### src/hw/scr_pkg.sv
// Shared constants and types for the serial configuration register bank
package scr_pkg;

  // ****************************************************************
  // Serial frame layout
  // ****************************************************************
  localparam int unsigned ADDR_W     = 15;
  localparam int unsigned CMD_BITS   = 16;
  localparam int unsigned DATA_BITS  = 8;
  localparam logic [3:0]  CMD_LAST   = 4'hF;
  localparam logic [3:0]  DATA_LAST  = 4'h7;
  localparam int unsigned RW_POS     = 15;

  // ****************************************************************
  // Register offsets
  // ****************************************************************
  localparam logic [ADDR_W-1:0] OFS_INTERFACE_CONFIG    = 15'h0000;
  localparam logic [ADDR_W-1:0] OFS_POWER_STATE_CONFIG  = 15'h0002;
  localparam logic [ADDR_W-1:0] OFS_PART_CLASS          = 15'h0003;
  localparam logic [ADDR_W-1:0] OFS_PART_IDENT_LOW      = 15'h0004;
  localparam logic [ADDR_W-1:0] OFS_PART_IDENT_HIGH     = 15'h0005;
  localparam logic [ADDR_W-1:0] OFS_PART_REVISION       = 15'h0006;
  localparam logic [ADDR_W-1:0] OFS_MAKER_IDENT_LOW     = 15'h000C;
  localparam logic [ADDR_W-1:0] OFS_MAKER_IDENT_HIGH    = 15'h000D;
  localparam logic [ADDR_W-1:0] OFS_SERIAL_LEVEL_CONFIG = 15'h0010;

  // ****************************************************************
  // Reset values and field positions
  // ****************************************************************
  localparam logic [7:0] RST_INTERFACE_CONFIG    = 8'h3C;
  localparam logic [7:0] RST_POWER_STATE_CONFIG  = 8'h00;
  localparam logic [7:0] RST_SERIAL_LEVEL_CONFIG = 8'h01;
  localparam int unsigned SELF_CLEARING_RESET_BIT = 7;
  localparam int unsigned STREAM_DIRECTION_BIT    = 5;
  localparam int unsigned FIXED_ONE_BIT           = 4;

  // ****************************************************************
  // Field encodings
  // ****************************************************************
  localparam logic [1:0] PWR_NORMAL   = 2'h0;
  localparam logic [1:0] PWR_RESERVED = 2'h1;
  localparam logic [1:0] PWR_SLEEP    = 2'h2;
  localparam logic [1:0] PWR_DOWN     = 2'h3;

  localparam logic [1:0] LVL_1V2 = 2'h0;
  localparam logic [1:0] LVL_3V3 = 2'h1;
  localparam logic [1:0] LVL_2V5 = 2'h2;
  localparam logic [1:0] LVL_1V8 = 2'h3;

  // ****************************************************************
  // Types
  // ****************************************************************
  typedef enum logic [1:0] {
    ST_CMD  = 2'b01,
    ST_DATA = 2'b10
  } scr_state_e;

  typedef struct packed {
    logic sclk;
    logic cs_n;
    logic sdi;
  } scr_spi_in_s;

  typedef struct packed {
    logic sdo;
    logic sdo_oe;
  } scr_spi_out_s;

  typedef struct packed {
    logic [1:0] power_state_field;
    logic       sleep;
    logic       power_down;
    logic [1:0] serial_level_field;
  } scr_ctrl_s;

endpackage : scr_pkg

### src/hw/scr_regs.sv
// Serial-port register bank: interface, power state, identity, level
`timescale 1ns/1ps
`default_nettype none
// What this block does
// Writing one to interface bit 7 resets all registers; bit clears itself.
// Streaming steps address up when direction bit is one, down when zero.
// Write to address zero lands only if low nibble mirrors high nibble.
// Host writes reserved fields with their required values.
// Power field: 00 normal, 10 sleep, 11 power-down, 01 reserved.
// Leaving a power-down state for normal starts converter calibration.
// Part class low nibble is read-only fixed converter class code.
// Read-only 16-bit part identifier at 0x4/0x5, revision at 0x6.
// Read-only 16-bit maker identifier at 0xC/0xD.
// Level field: 00 1.2V, 01 3.3V, 10 2.5V, 11 1.8V.
// Host sets the level field before issuing any read.
module scr_regs #(
  parameter logic [3:0]  PART_CLASS_CODE = 4'h5,     // Arbitrary value
  parameter logic [15:0] PART_IDENT_CODE = 16'hA5C3, // Arbitrary value
  parameter logic [7:0]  PART_REV_CODE   = 8'h1B,    // Arbitrary value
  parameter logic [15:0] MAKER_CODE      = 16'h7E29  // Arbitrary value
) (
  // Clock and reset
  input  wire logic                 clk_i,
  input  wire logic                 rst_i,
  // Serial port pins
  input  wire scr_pkg::scr_spi_in_s spi_i,
  output var  scr_pkg::scr_spi_out_s spi_o,
  // Control to the converter
  output var  scr_pkg::scr_ctrl_s   ctrl_o,
  output logic                      calib_start_o
);
  import scr_pkg::*;

  // ****************************************************************
  // Declarations
  // ****************************************************************
  scr_state_e        state_r;
  logic              sclk_q_r;
  logic              sclk_rise;
  logic              sclk_fall;
  logic [3:0]        bit_cnt_r;
  logic [CMD_BITS-1:0] shift_r;
  logic [CMD_BITS-1:0] shift_nxt;
  logic [ADDR_W-1:0] addr_r;
  logic              read_r;
  logic [7:0]        rd_byte_r;
  logic [7:0]        rd_data;
  logic [7:0]        next_rd_data;
  logic [ADDR_W-1:0] step_addr;
  logic              sdo_r;
  logic              wr_stb;
  logic              soft_rst;
  logic              mirror_ok;
  logic [3:0]        mirror_bit;
  logic [7:0]        iface_cfg_r;
  logic [7:0]        pwr_cfg_r;
  logic [7:0]        lvl_cfg_r;
  logic [1:0]        pwr_prev_r;
  logic              calib_r;

  // ****************************************************************
  // Serial clock edge detection
  // ****************************************************************
  always_ff @(posedge clk_i or posedge rst_i) begin
    if (rst_i) begin
      sclk_q_r <= 1'b0;
    end else begin
      sclk_q_r <= spi_i.sclk;
    end
  end

  assign sclk_rise = spi_i.sclk & ~sclk_q_r & ~spi_i.cs_n;
  assign sclk_fall = ~spi_i.sclk & sclk_q_r & ~spi_i.cs_n;
  assign shift_nxt = {shift_r[CMD_BITS-2:0], spi_i.sdi};

  // Next address in a stream
  assign step_addr = iface_cfg_r[STREAM_DIRECTION_BIT]
                   ? addr_r + 15'h0001
                   : addr_r - 15'h0001;

  // Write lands on the eighth data bit of a write frame
  assign wr_stb = sclk_rise && (state_r == ST_DATA) && !read_r
               && (bit_cnt_r == DATA_LAST);

  // Mirror check: each low bit must equal its partner in the high nibble
  for (genvar b = 0; b < 4; b++) begin : g_mirror
    assign mirror_bit[b] = (shift_nxt[b] == shift_nxt[7-b]);
  end
  assign mirror_ok = &mirror_bit;

  assign soft_rst = wr_stb && (addr_r == OFS_INTERFACE_CONFIG) && mirror_ok
                 && shift_nxt[SELF_CLEARING_RESET_BIT];

  // ****************************************************************
  // Read multiplexer
  // ****************************************************************
  function automatic logic [7:0] read_mux(input logic [ADDR_W-1:0] a,
                                          input logic [7:0] ic,
                                          input logic [7:0] pc,
                                          input logic [7:0] lc);
    logic [7:0] d;
    d = 8'h00;
    unique case (a)
      OFS_INTERFACE_CONFIG:    d = ic;
      OFS_POWER_STATE_CONFIG:  d = pc;
      OFS_PART_CLASS:          d = {4'h0, PART_CLASS_CODE};
      OFS_PART_IDENT_LOW:      d = PART_IDENT_CODE[7:0];
      OFS_PART_IDENT_HIGH:     d = PART_IDENT_CODE[15:8];
      OFS_PART_REVISION:       d = PART_REV_CODE;
      OFS_MAKER_IDENT_LOW:     d = MAKER_CODE[7:0];
      OFS_MAKER_IDENT_HIGH:    d = MAKER_CODE[15:8];
      OFS_SERIAL_LEVEL_CONFIG: d = lc;
      default:                 d = 8'h00;
    endcase
    return d;
  endfunction : read_mux

  assign rd_data      = read_mux(shift_nxt[ADDR_W-1:0], iface_cfg_r,
                                 pwr_cfg_r, lvl_cfg_r);
  assign next_rd_data = read_mux(step_addr, iface_cfg_r,
                                 pwr_cfg_r, lvl_cfg_r);

  // ****************************************************************
  // Frame sequencer: command then streamed data bytes
  // ****************************************************************
  always_ff @(posedge clk_i or posedge rst_i) begin
    if (rst_i) begin
      state_r   <= ST_CMD;
      bit_cnt_r <= 4'h0;
      shift_r   <= 16'h0000;
      addr_r    <= 15'h0000;
      read_r    <= 1'b0;
      rd_byte_r <= 8'h00;
    end else if (spi_i.cs_n) begin
      state_r   <= ST_CMD;
      bit_cnt_r <= 4'h0;
    end else if (sclk_rise) begin
      shift_r   <= shift_nxt;
      bit_cnt_r <= bit_cnt_r + 4'h1;
      unique case (state_r)
        ST_CMD: begin
          if (bit_cnt_r == CMD_LAST) begin
            state_r   <= ST_DATA;
            bit_cnt_r <= 4'h0;
            read_r    <= shift_nxt[RW_POS];
            addr_r    <= shift_nxt[ADDR_W-1:0];
            rd_byte_r <= rd_data;
          end
        end
        ST_DATA: begin
          if (bit_cnt_r == DATA_LAST) begin
            bit_cnt_r <= 4'h0;
            addr_r    <= step_addr;
            rd_byte_r <= next_rd_data;
          end
        end
      endcase
    end
  end

  // ****************************************************************
  // Serial output: changes on falling clock, sampled on rising
  // ****************************************************************
  always_ff @(posedge clk_i or posedge rst_i) begin
    if (rst_i) begin
      sdo_r <= 1'b0;
    end else if (spi_i.cs_n) begin
      sdo_r <= 1'b0;
    end else if (sclk_fall && state_r == ST_DATA && read_r) begin
      sdo_r <= rd_byte_r[3'(DATA_LAST - bit_cnt_r)];
    end
  end

  // Drive only during the data phase of a read frame
  assign spi_o.sdo    = sdo_r;
  assign spi_o.sdo_oe = ~spi_i.cs_n && (state_r == ST_DATA) && read_r;

  // ****************************************************************
  // Interface configuration register
  // ****************************************************************
  always_ff @(posedge clk_i or posedge rst_i) begin
    if (rst_i) begin
      iface_cfg_r <= RST_INTERFACE_CONFIG;
    end else if (soft_rst) begin
      iface_cfg_r <= RST_INTERFACE_CONFIG;
    end else if (wr_stb && addr_r == OFS_INTERFACE_CONFIG && mirror_ok) begin
      iface_cfg_r <= shift_nxt[7:0];
      iface_cfg_r[FIXED_ONE_BIT] <= 1'b1;                 // Read-only one
    end
  end

  // ****************************************************************
  // Power state and level registers
  // ****************************************************************
  always_ff @(posedge clk_i or posedge rst_i) begin
    if (rst_i) begin
      pwr_cfg_r <= RST_POWER_STATE_CONFIG;
    end else if (soft_rst) begin
      pwr_cfg_r <= RST_POWER_STATE_CONFIG;
    end else if (wr_stb && addr_r == OFS_POWER_STATE_CONFIG) begin
      pwr_cfg_r <= shift_nxt[7:0];
    end
  end

  always_ff @(posedge clk_i or posedge rst_i) begin
    if (rst_i) begin
      lvl_cfg_r <= RST_SERIAL_LEVEL_CONFIG;
    end else if (soft_rst) begin
      lvl_cfg_r <= RST_SERIAL_LEVEL_CONFIG;
    end else if (wr_stb && addr_r == OFS_SERIAL_LEVEL_CONFIG) begin
      lvl_cfg_r <= shift_nxt[7:0];
    end
  end

  // ****************************************************************
  // Calibration on return from sleep or power-down
  // ****************************************************************
  always_ff @(posedge clk_i or posedge rst_i) begin
    if (rst_i) begin
      pwr_prev_r <= PWR_NORMAL;
      calib_r    <= 1'b0;
    end else begin
      pwr_prev_r <= pwr_cfg_r[1:0];
      calib_r    <= (pwr_prev_r == PWR_SLEEP || pwr_prev_r == PWR_DOWN)
                 && (pwr_cfg_r[1:0] == PWR_NORMAL);
    end
  end

  assign calib_start_o = calib_r;

  // ****************************************************************
  // Control outputs
  // ****************************************************************
  assign ctrl_o.power_state_field  = pwr_cfg_r[1:0];
  assign ctrl_o.sleep              = (pwr_cfg_r[1:0] == PWR_SLEEP);
  assign ctrl_o.power_down         = (pwr_cfg_r[1:0] == PWR_DOWN);
  assign ctrl_o.serial_level_field = lvl_cfg_r[1:0];

endmodule : scr_regs
`default_nettype wire

### config.mk
export PLATFORM = sky130hd
export DESIGN_NAME = scr_regs
export DESIGN_NICKNAME = d
export VERILOG_FILES = /design/src/hw/scr_pkg.sv /design/src/hw/scr_regs.sv
export SDC_FILE = /design/constraint.sdc
export NUM_CORES = 1
export LEC_CHECK = 0
export BUFFER_PORTS_ARGS = -buffer_cell sky130_fd_sc_hd__buf_2
export CAP_MARGIN = 20
export CORE_MARGIN = 2
export CORE_UTILIZATION = 25
export CTS_BUF_LIST = sky130_fd_sc_hd__clkbuf_4 sky130_fd_sc_hd__clkbuf_8 sky130_fd_sc_hd__clkbuf_16
export CTS_CLUSTER_DIAMETER = 100
export DETAILED_ROUTE_END_ITERATION = 10
export GPL_TIMING_DRIVEN = 0
export HOLD_SLACK_MARGIN = 0.1
export PLACE_DENSITY_LB_ADDON = 0.2
export REMOVE_ABC_BUFFERS = 1
export SLEW_MARGIN = 10
export SYNTH_ARGS = -nofsm -noshare
export SYNTH_HDL_FRONTEND = slang
export SYNTH_SLANG_ARGS = --single-unit
### constraint.sdc
create_clock -name clk_i -period 10.5 [get_ports clk_i]
set_input_delay 1.575 -clock clk_i [delete_from_list [all_inputs] [get_ports clk_i]]
set_output_delay 1.575 -clock clk_i [all_outputs]
set_load 0.03 [all_outputs]
## Word level (Yosys, flattened, before mapping)

Index checks and enable logic that the tools add are counted.
Widths: inputs -> output; s select.

- $add $sub $neg: 4
- Magnitude comparators: 1
- Equality and inequality tests: 32
- Mux-type cells: 28
- Bitwise operators: 7
- Reductions and logical operators: 31

Operators by type and width:

| cell | number |
|---|---|
| $pmux 8 s9 | 2 |
| $eq 15x3->1 const B | 6 |
| $eq 15x2->1 const B | 5 |
| $mux 8 | 8 |
| $eq 15x4->1 const B | 4 |
| $eq 15x5->1 const B | 3 |
| $logic_not 15->1 | 3 |
| $mux 15 | 3 |
| $pmux 15 s2 | 1 |
| $mux 4 | 4 |
| $pmux 8 s2 | 1 |
| $add 15x1->15 const B | 1 |
| $sub 15x1->15 const B | 1 |
| $reduce_bool 2->1 | 7 |
| $logic_and 1x1->1 | 13 |
| $reduce_and 4->1 | 3 |
| $eq 2x2->1 const B | 5 |
| $mux 2 | 4 |
| $pmux 4 s2 | 1 |
| $add 4x1->4 const B | 1 |
| $and 1x1->1 | 4 |
| $eq 1x1->1 | 4 |
| $eq 4x3->1 const B | 1 |
| $eq 4x4->1 const B | 1 |
| other kinds (13) | 17 |

- Register bits: 74
- Input bits: 5
- Output and inout port bits: 9

## Depth between registers and ports, before layout

- Depth in word-level cells: 10
- Depth in mapped cells: 11
- Depth with buffers taken out: 10

## Least setup slack after synthesis

Ideal clock, no wire load.

- Path kind: input port to output port
- Start point: in spi_i[1] (netlist bit)
- End point: out spi_o[0] (netlist bit)
- Data arrival time: 2180 ps
- Slack: 6745 ps
- Stages: 2
- Path buffers: 1
- Cells stage by stage: clkbuf_1 nor2_1

RTL lines:

| what | line | source |
|---|---|---|
| start, declared | scr_regs.sv:26 | `input wire scr_pkg::scr_spi_in_s spi_i,` |
| end, declared | scr_regs.sv:27 | `output var scr_pkg::scr_spi_out_s spi_o,` |

## Worst setup path after layout

- Start point: reg iface_cfg_r[5]
- End point: reg rd_byte_r[0]

- Cells in the longest elaborated chain, start to end: 5

Ends and longest elaborated chain:

| what | line | source |
|---|---|---|
| start, declared | scr_regs.sv:55 | `logic [7:0] iface_cfg_r;` |
| start signal, assigned | scr_regs.sv:187 | `iface_cfg_r <= shift_nxt[7:0];` |
| $mux 15 * | scr_regs.sv:78 | `? addr_r + 15'h0001` |
| $eq 15x5->1, or another cell as far along | scr_regs.sv:103 | `unique case (a)` |
| $pmux 8 s9 * | scr_regs.sv:103 |  |
| $mux 8 * | scr_regs.sv:151 | `if (bit_cnt_r == DATA_LAST) begin` |
| $pmux 8 s2 * | scr_regs.sv:140 | `unique case (state_r)` |
| end signal, assigned | scr_regs.sv:147 | `rd_byte_r <= rd_data;` |
| end signal, assigned | scr_regs.sv:154 | `rd_byte_r <= next_rd_data;` |
| end, declared | scr_regs.sv:46 | `logic [7:0] rd_byte_r;` |

Every way passes the cells marked *; elsewhere a longest branch is shown, timed or not. The select of a mux whose other input is x is not followed.
A chain may end at the register's enable or synchronous reset.

==> impl_metrics.csv <==
group,metric,value,unit
run_status,status,"finished, final reports clean",
finish,seqCellArea,1810,um2
floorplanning,core-area,18900,um2
clocking,cts_resized,0,
synth,synth_edf_count,0,
worst_setup_path,critical_path_class,"reg -> reg",
finish,fillCellCount,2036,
timing,relSlewSlack,34.4,%
detailed_routing,remaining_drc_errors,0,
floorplanning,dieArea,20600,um2
detailed_routing,vias,4178,
clocking,cts_hold_buf,0,
global_routing,grt-busiest-layer,"met2",
place,place_hpwl,10.4,mm
synth,yosys-top-cells-count,"dfrtp_1 (67), nand2_1 (60), nor2_1 (54)",
timing,worst_slack,6.41,ns
clocking,cts_tree,"yes",
timing,tns,0,ns
detailed_routing,dr.pass1.iters,7,
clocking,cts_buffers,9,
worst_setup_path,cp_max_fo,16,
global_routing,grtUsageMet1,19.7,%
place,port_buffers,13,
timing,period_share,38.9,%
finish,area_growth,13.0,%
worst_setup_path,arrival,4.36,ns
place,place.gp.congestion,0.864,
clocking,clk_latency,0.34,ns
floorplanning,initial_core_util,25.7,%
synth,netlist_top_cells_area,"dfrtp_1 (35%), ha_1 (4.6%), nand2_1 (4.6%), mux2i_1 (4.3%), nor2_1 (4.2%)",
floorplanning,placementRows,50,
synth,syn_avg_cell_area,8.90,um2
finish,fin_util,29.1,%
timing,fmax,245,MHz
timing,period_needed,4.09,ns
worst_setup_path,end_kind,"flop",
detailed_routing,first_iter_violations,443,
run,cap_violations,0,
timing,rsz0062_at_grt,"false",
synth,post-synth-top-count-cell,"dfrtp_1",
global_routing,grt_use_met2,23.1,%
synth,synth_area,4860,um2
global_routing,use_met3,2.80,%
finish,stdcell_area,5490,um2
global_routing,overflow,0,
timing,hold_viol,0,
finish,finalNetCount,566,
clocking,clk_pin_slew,0.06,ns
clocking,htreeDepth,3,
synth,ys.flop_type,"dfrtp_1",
timing,worst_slew_pin_slew,0.980,ns
clocking,cts_buffer_depth,2,
pwr,power.total,0.816,mW
synth,synth_cells,546,
synth,synth_cell_type_count,76,
global_routing,antenna_found_initial,0,
pwr,worst_ir_drop_vdd,0.0000792,V
global_routing,grt_max_degree,41,
pwr,p_leak,2.27,nW
finish,n_antenna_cell,0,
finish,multi_input_area,2870,um2
detailed_routing,antenna_left,0,
worst_setup_path,startpoint_type,"flop",
global_routing,grt_pass1_vias,4149,
clocking,cts.sinks,72,
hold_path,hp-class,"reg -> reg",
synth,async_flop_share,100,%
detailed_routing,vias_per_cell,5.18,
synth,yosys.area.top_type,"dfrtp_1",
floorplanning,pin_count,14,
floorplanning,die_h,143,um
synth,yosysWarningCount,0,
place,dpl_worst_slack,6.30,ns
clocking,cts_root_buf,"clkbuf_16",
detailed_routing,wire_per_inst,17.5,um
finish,layout-drive-gt1-share,12.8,%
timing,finalSetupViolations,0,
timing,clock_skew,0.0107,ns
place,placed_cell_area,5190,um2
worst_setup_path,crit_required,10.78,ns
floorplanning,die_width,143,um
synth,ys_ff_latch,72,
synth,seq_area_frac_synth,37.2,%
pwr,p_per_area,149,nW/um2
timing,slew_viol_final,0,
detailed_routing,drt-total-wl,14.2,mm
clocking,postCtsSetupBuffers,0,
synth,synth_top_cell_area_share,34.5,%
global_routing,grt_usage,14.4,%
global_routing,grt_pass1_wl,23.0,mm
[cell families after synthesis]
group	after synthesis	share of synthesized area, %
AOI/OAI and AO/OA	161	22.1
xor gates and xnor gates	16	2.88
adders and majority gates	19	5.05
buffers and inverters	45	4.02
DFF	72	37.2
muxes	39	8.96
and+or+nand+nor	194	19.8
[cell usage in the layout (no fill, tap or decap), types with 5 or more instances in the layout]
cell / netlist / routed
nor2b_1: 7 / 6
clkbuf_16: 0 / 9
nor3b_1: 6 / 5
mux2i_1: 21 / 21
a31oi_1: 9 / 9
inv_1: 12 / 11
dfrtp_1: 67 / 67
nor2_1: 54 / 53
xnor2_1: 9 / 9
nor4_1: 7 / 7
ha_1: 18 / 18
dfstp_2: 5 / 5
or4_1: 5 / 5
a21boi_0: 8 / 8
a22oi_1: 7 / 7
xor2_1: 7 / 7
nor3_1: 11 / 11
and2_1: 7 / 7
o21a_1: 6 / 6
a21oi_1: 39 / 39
nand3_1: 12 / 12
o31ai_1: 6 / 6
mux2_2: 16 / 16
o21ai_0: 36 / 36
buf_2: 0 / 13
nand2_1: 60 / 60
[cell type report]
cell class | instances | area share [%]
clock buffers | 11 | 4.49
clock inverters | 5 | 1.05
inverters | 12 | 0.866
multi-input cells | 429 | 52.3
flip-flops and latches | 72 | 32.9
well taps | 260 | 5.92
repair buffers | 18 | 2.44
[metal layers]
layer / part of all wire (%) / routed length [um]
met1: 47 / 6620
met4: 2.3 / 332
met2: 46 / 6560
met5: 0 / 0
met3: 4.5 / 643
[worst max-delay path, stage by stage (launching register included)]
cell and delay, ns:
dfstp_2 0.58, inv_1 0.29, ha_1 0.48, a21o_1 0.25, a2111oi_0 0.39, a221oi_1 0.21
nor4_2 0.81, and3_1 0.38, nand2_1 0.08, a21boi_0 0.37, o22a_1 0.18
[power by group]
group	total [mW]	switching, mW	internal [mW]	leakage (nW)
Combinational	0.135	0.0718	0.0637	1.16
Clock	0.313	0.121	0.193	0.141
Sequential	0.368	0.0638	0.304	0.965
Total	0.816	0.256	0.560	2.27
[final timing paths]
check | from | end | slack, ns | depth (start not counted)
max | iface_cfg_r[5]$_DFFE_PP1P_ | rd_byte_r[0]$_DFFE_PP0P_ | 6.41 | 10
min | iface_cfg_r[3]$_DFFE_PP1P_ | iface_cfg_r[3]$_DFFE_PP1P_ | 0.49 | 2
max reg2reg | iface_cfg_r[5]$_DFFE_PP1P_ | rd_byte_r[0]$_DFFE_PP0P_ | 6.41 | 10
min in group asynchronous | rst_i | shift_r[12]$_DFFE_PP0P_ | 1.25 | 2
min reg2reg | iface_cfg_r[3]$_DFFE_PP1P_ | iface_cfg_r[3]$_DFFE_PP1P_ | 0.49 | 2
max in group asynchronous | rst_i | lvl_cfg_r[0]$_DFFE_PP1P_ | 8.62 | 3
[sequential cells by signal (all words and copies together), names as in the netlist, 2 cells and up]
| signal | count |
|---|---|
| bit_cnt_r | 4 |
| addr_r | 15 |
| state_r | 2 |
| shift_r | 15 |
| lvl_cfg_r | 8 |
| rd_byte_r | 8 |
| iface_cfg_r | 7 |
| pwr_cfg_r | 8 |
[through the flow]
stage          hold WS [ns]  instances
6_report              0.486        807
3_3_place_gp          0.471        786
2_1_floorplan         0.454        513
3_5_place_dp          0.475        791
5_1_grt               0.516        807
4_1_cts               0.484        807
(Power assumes the default switching activity.)
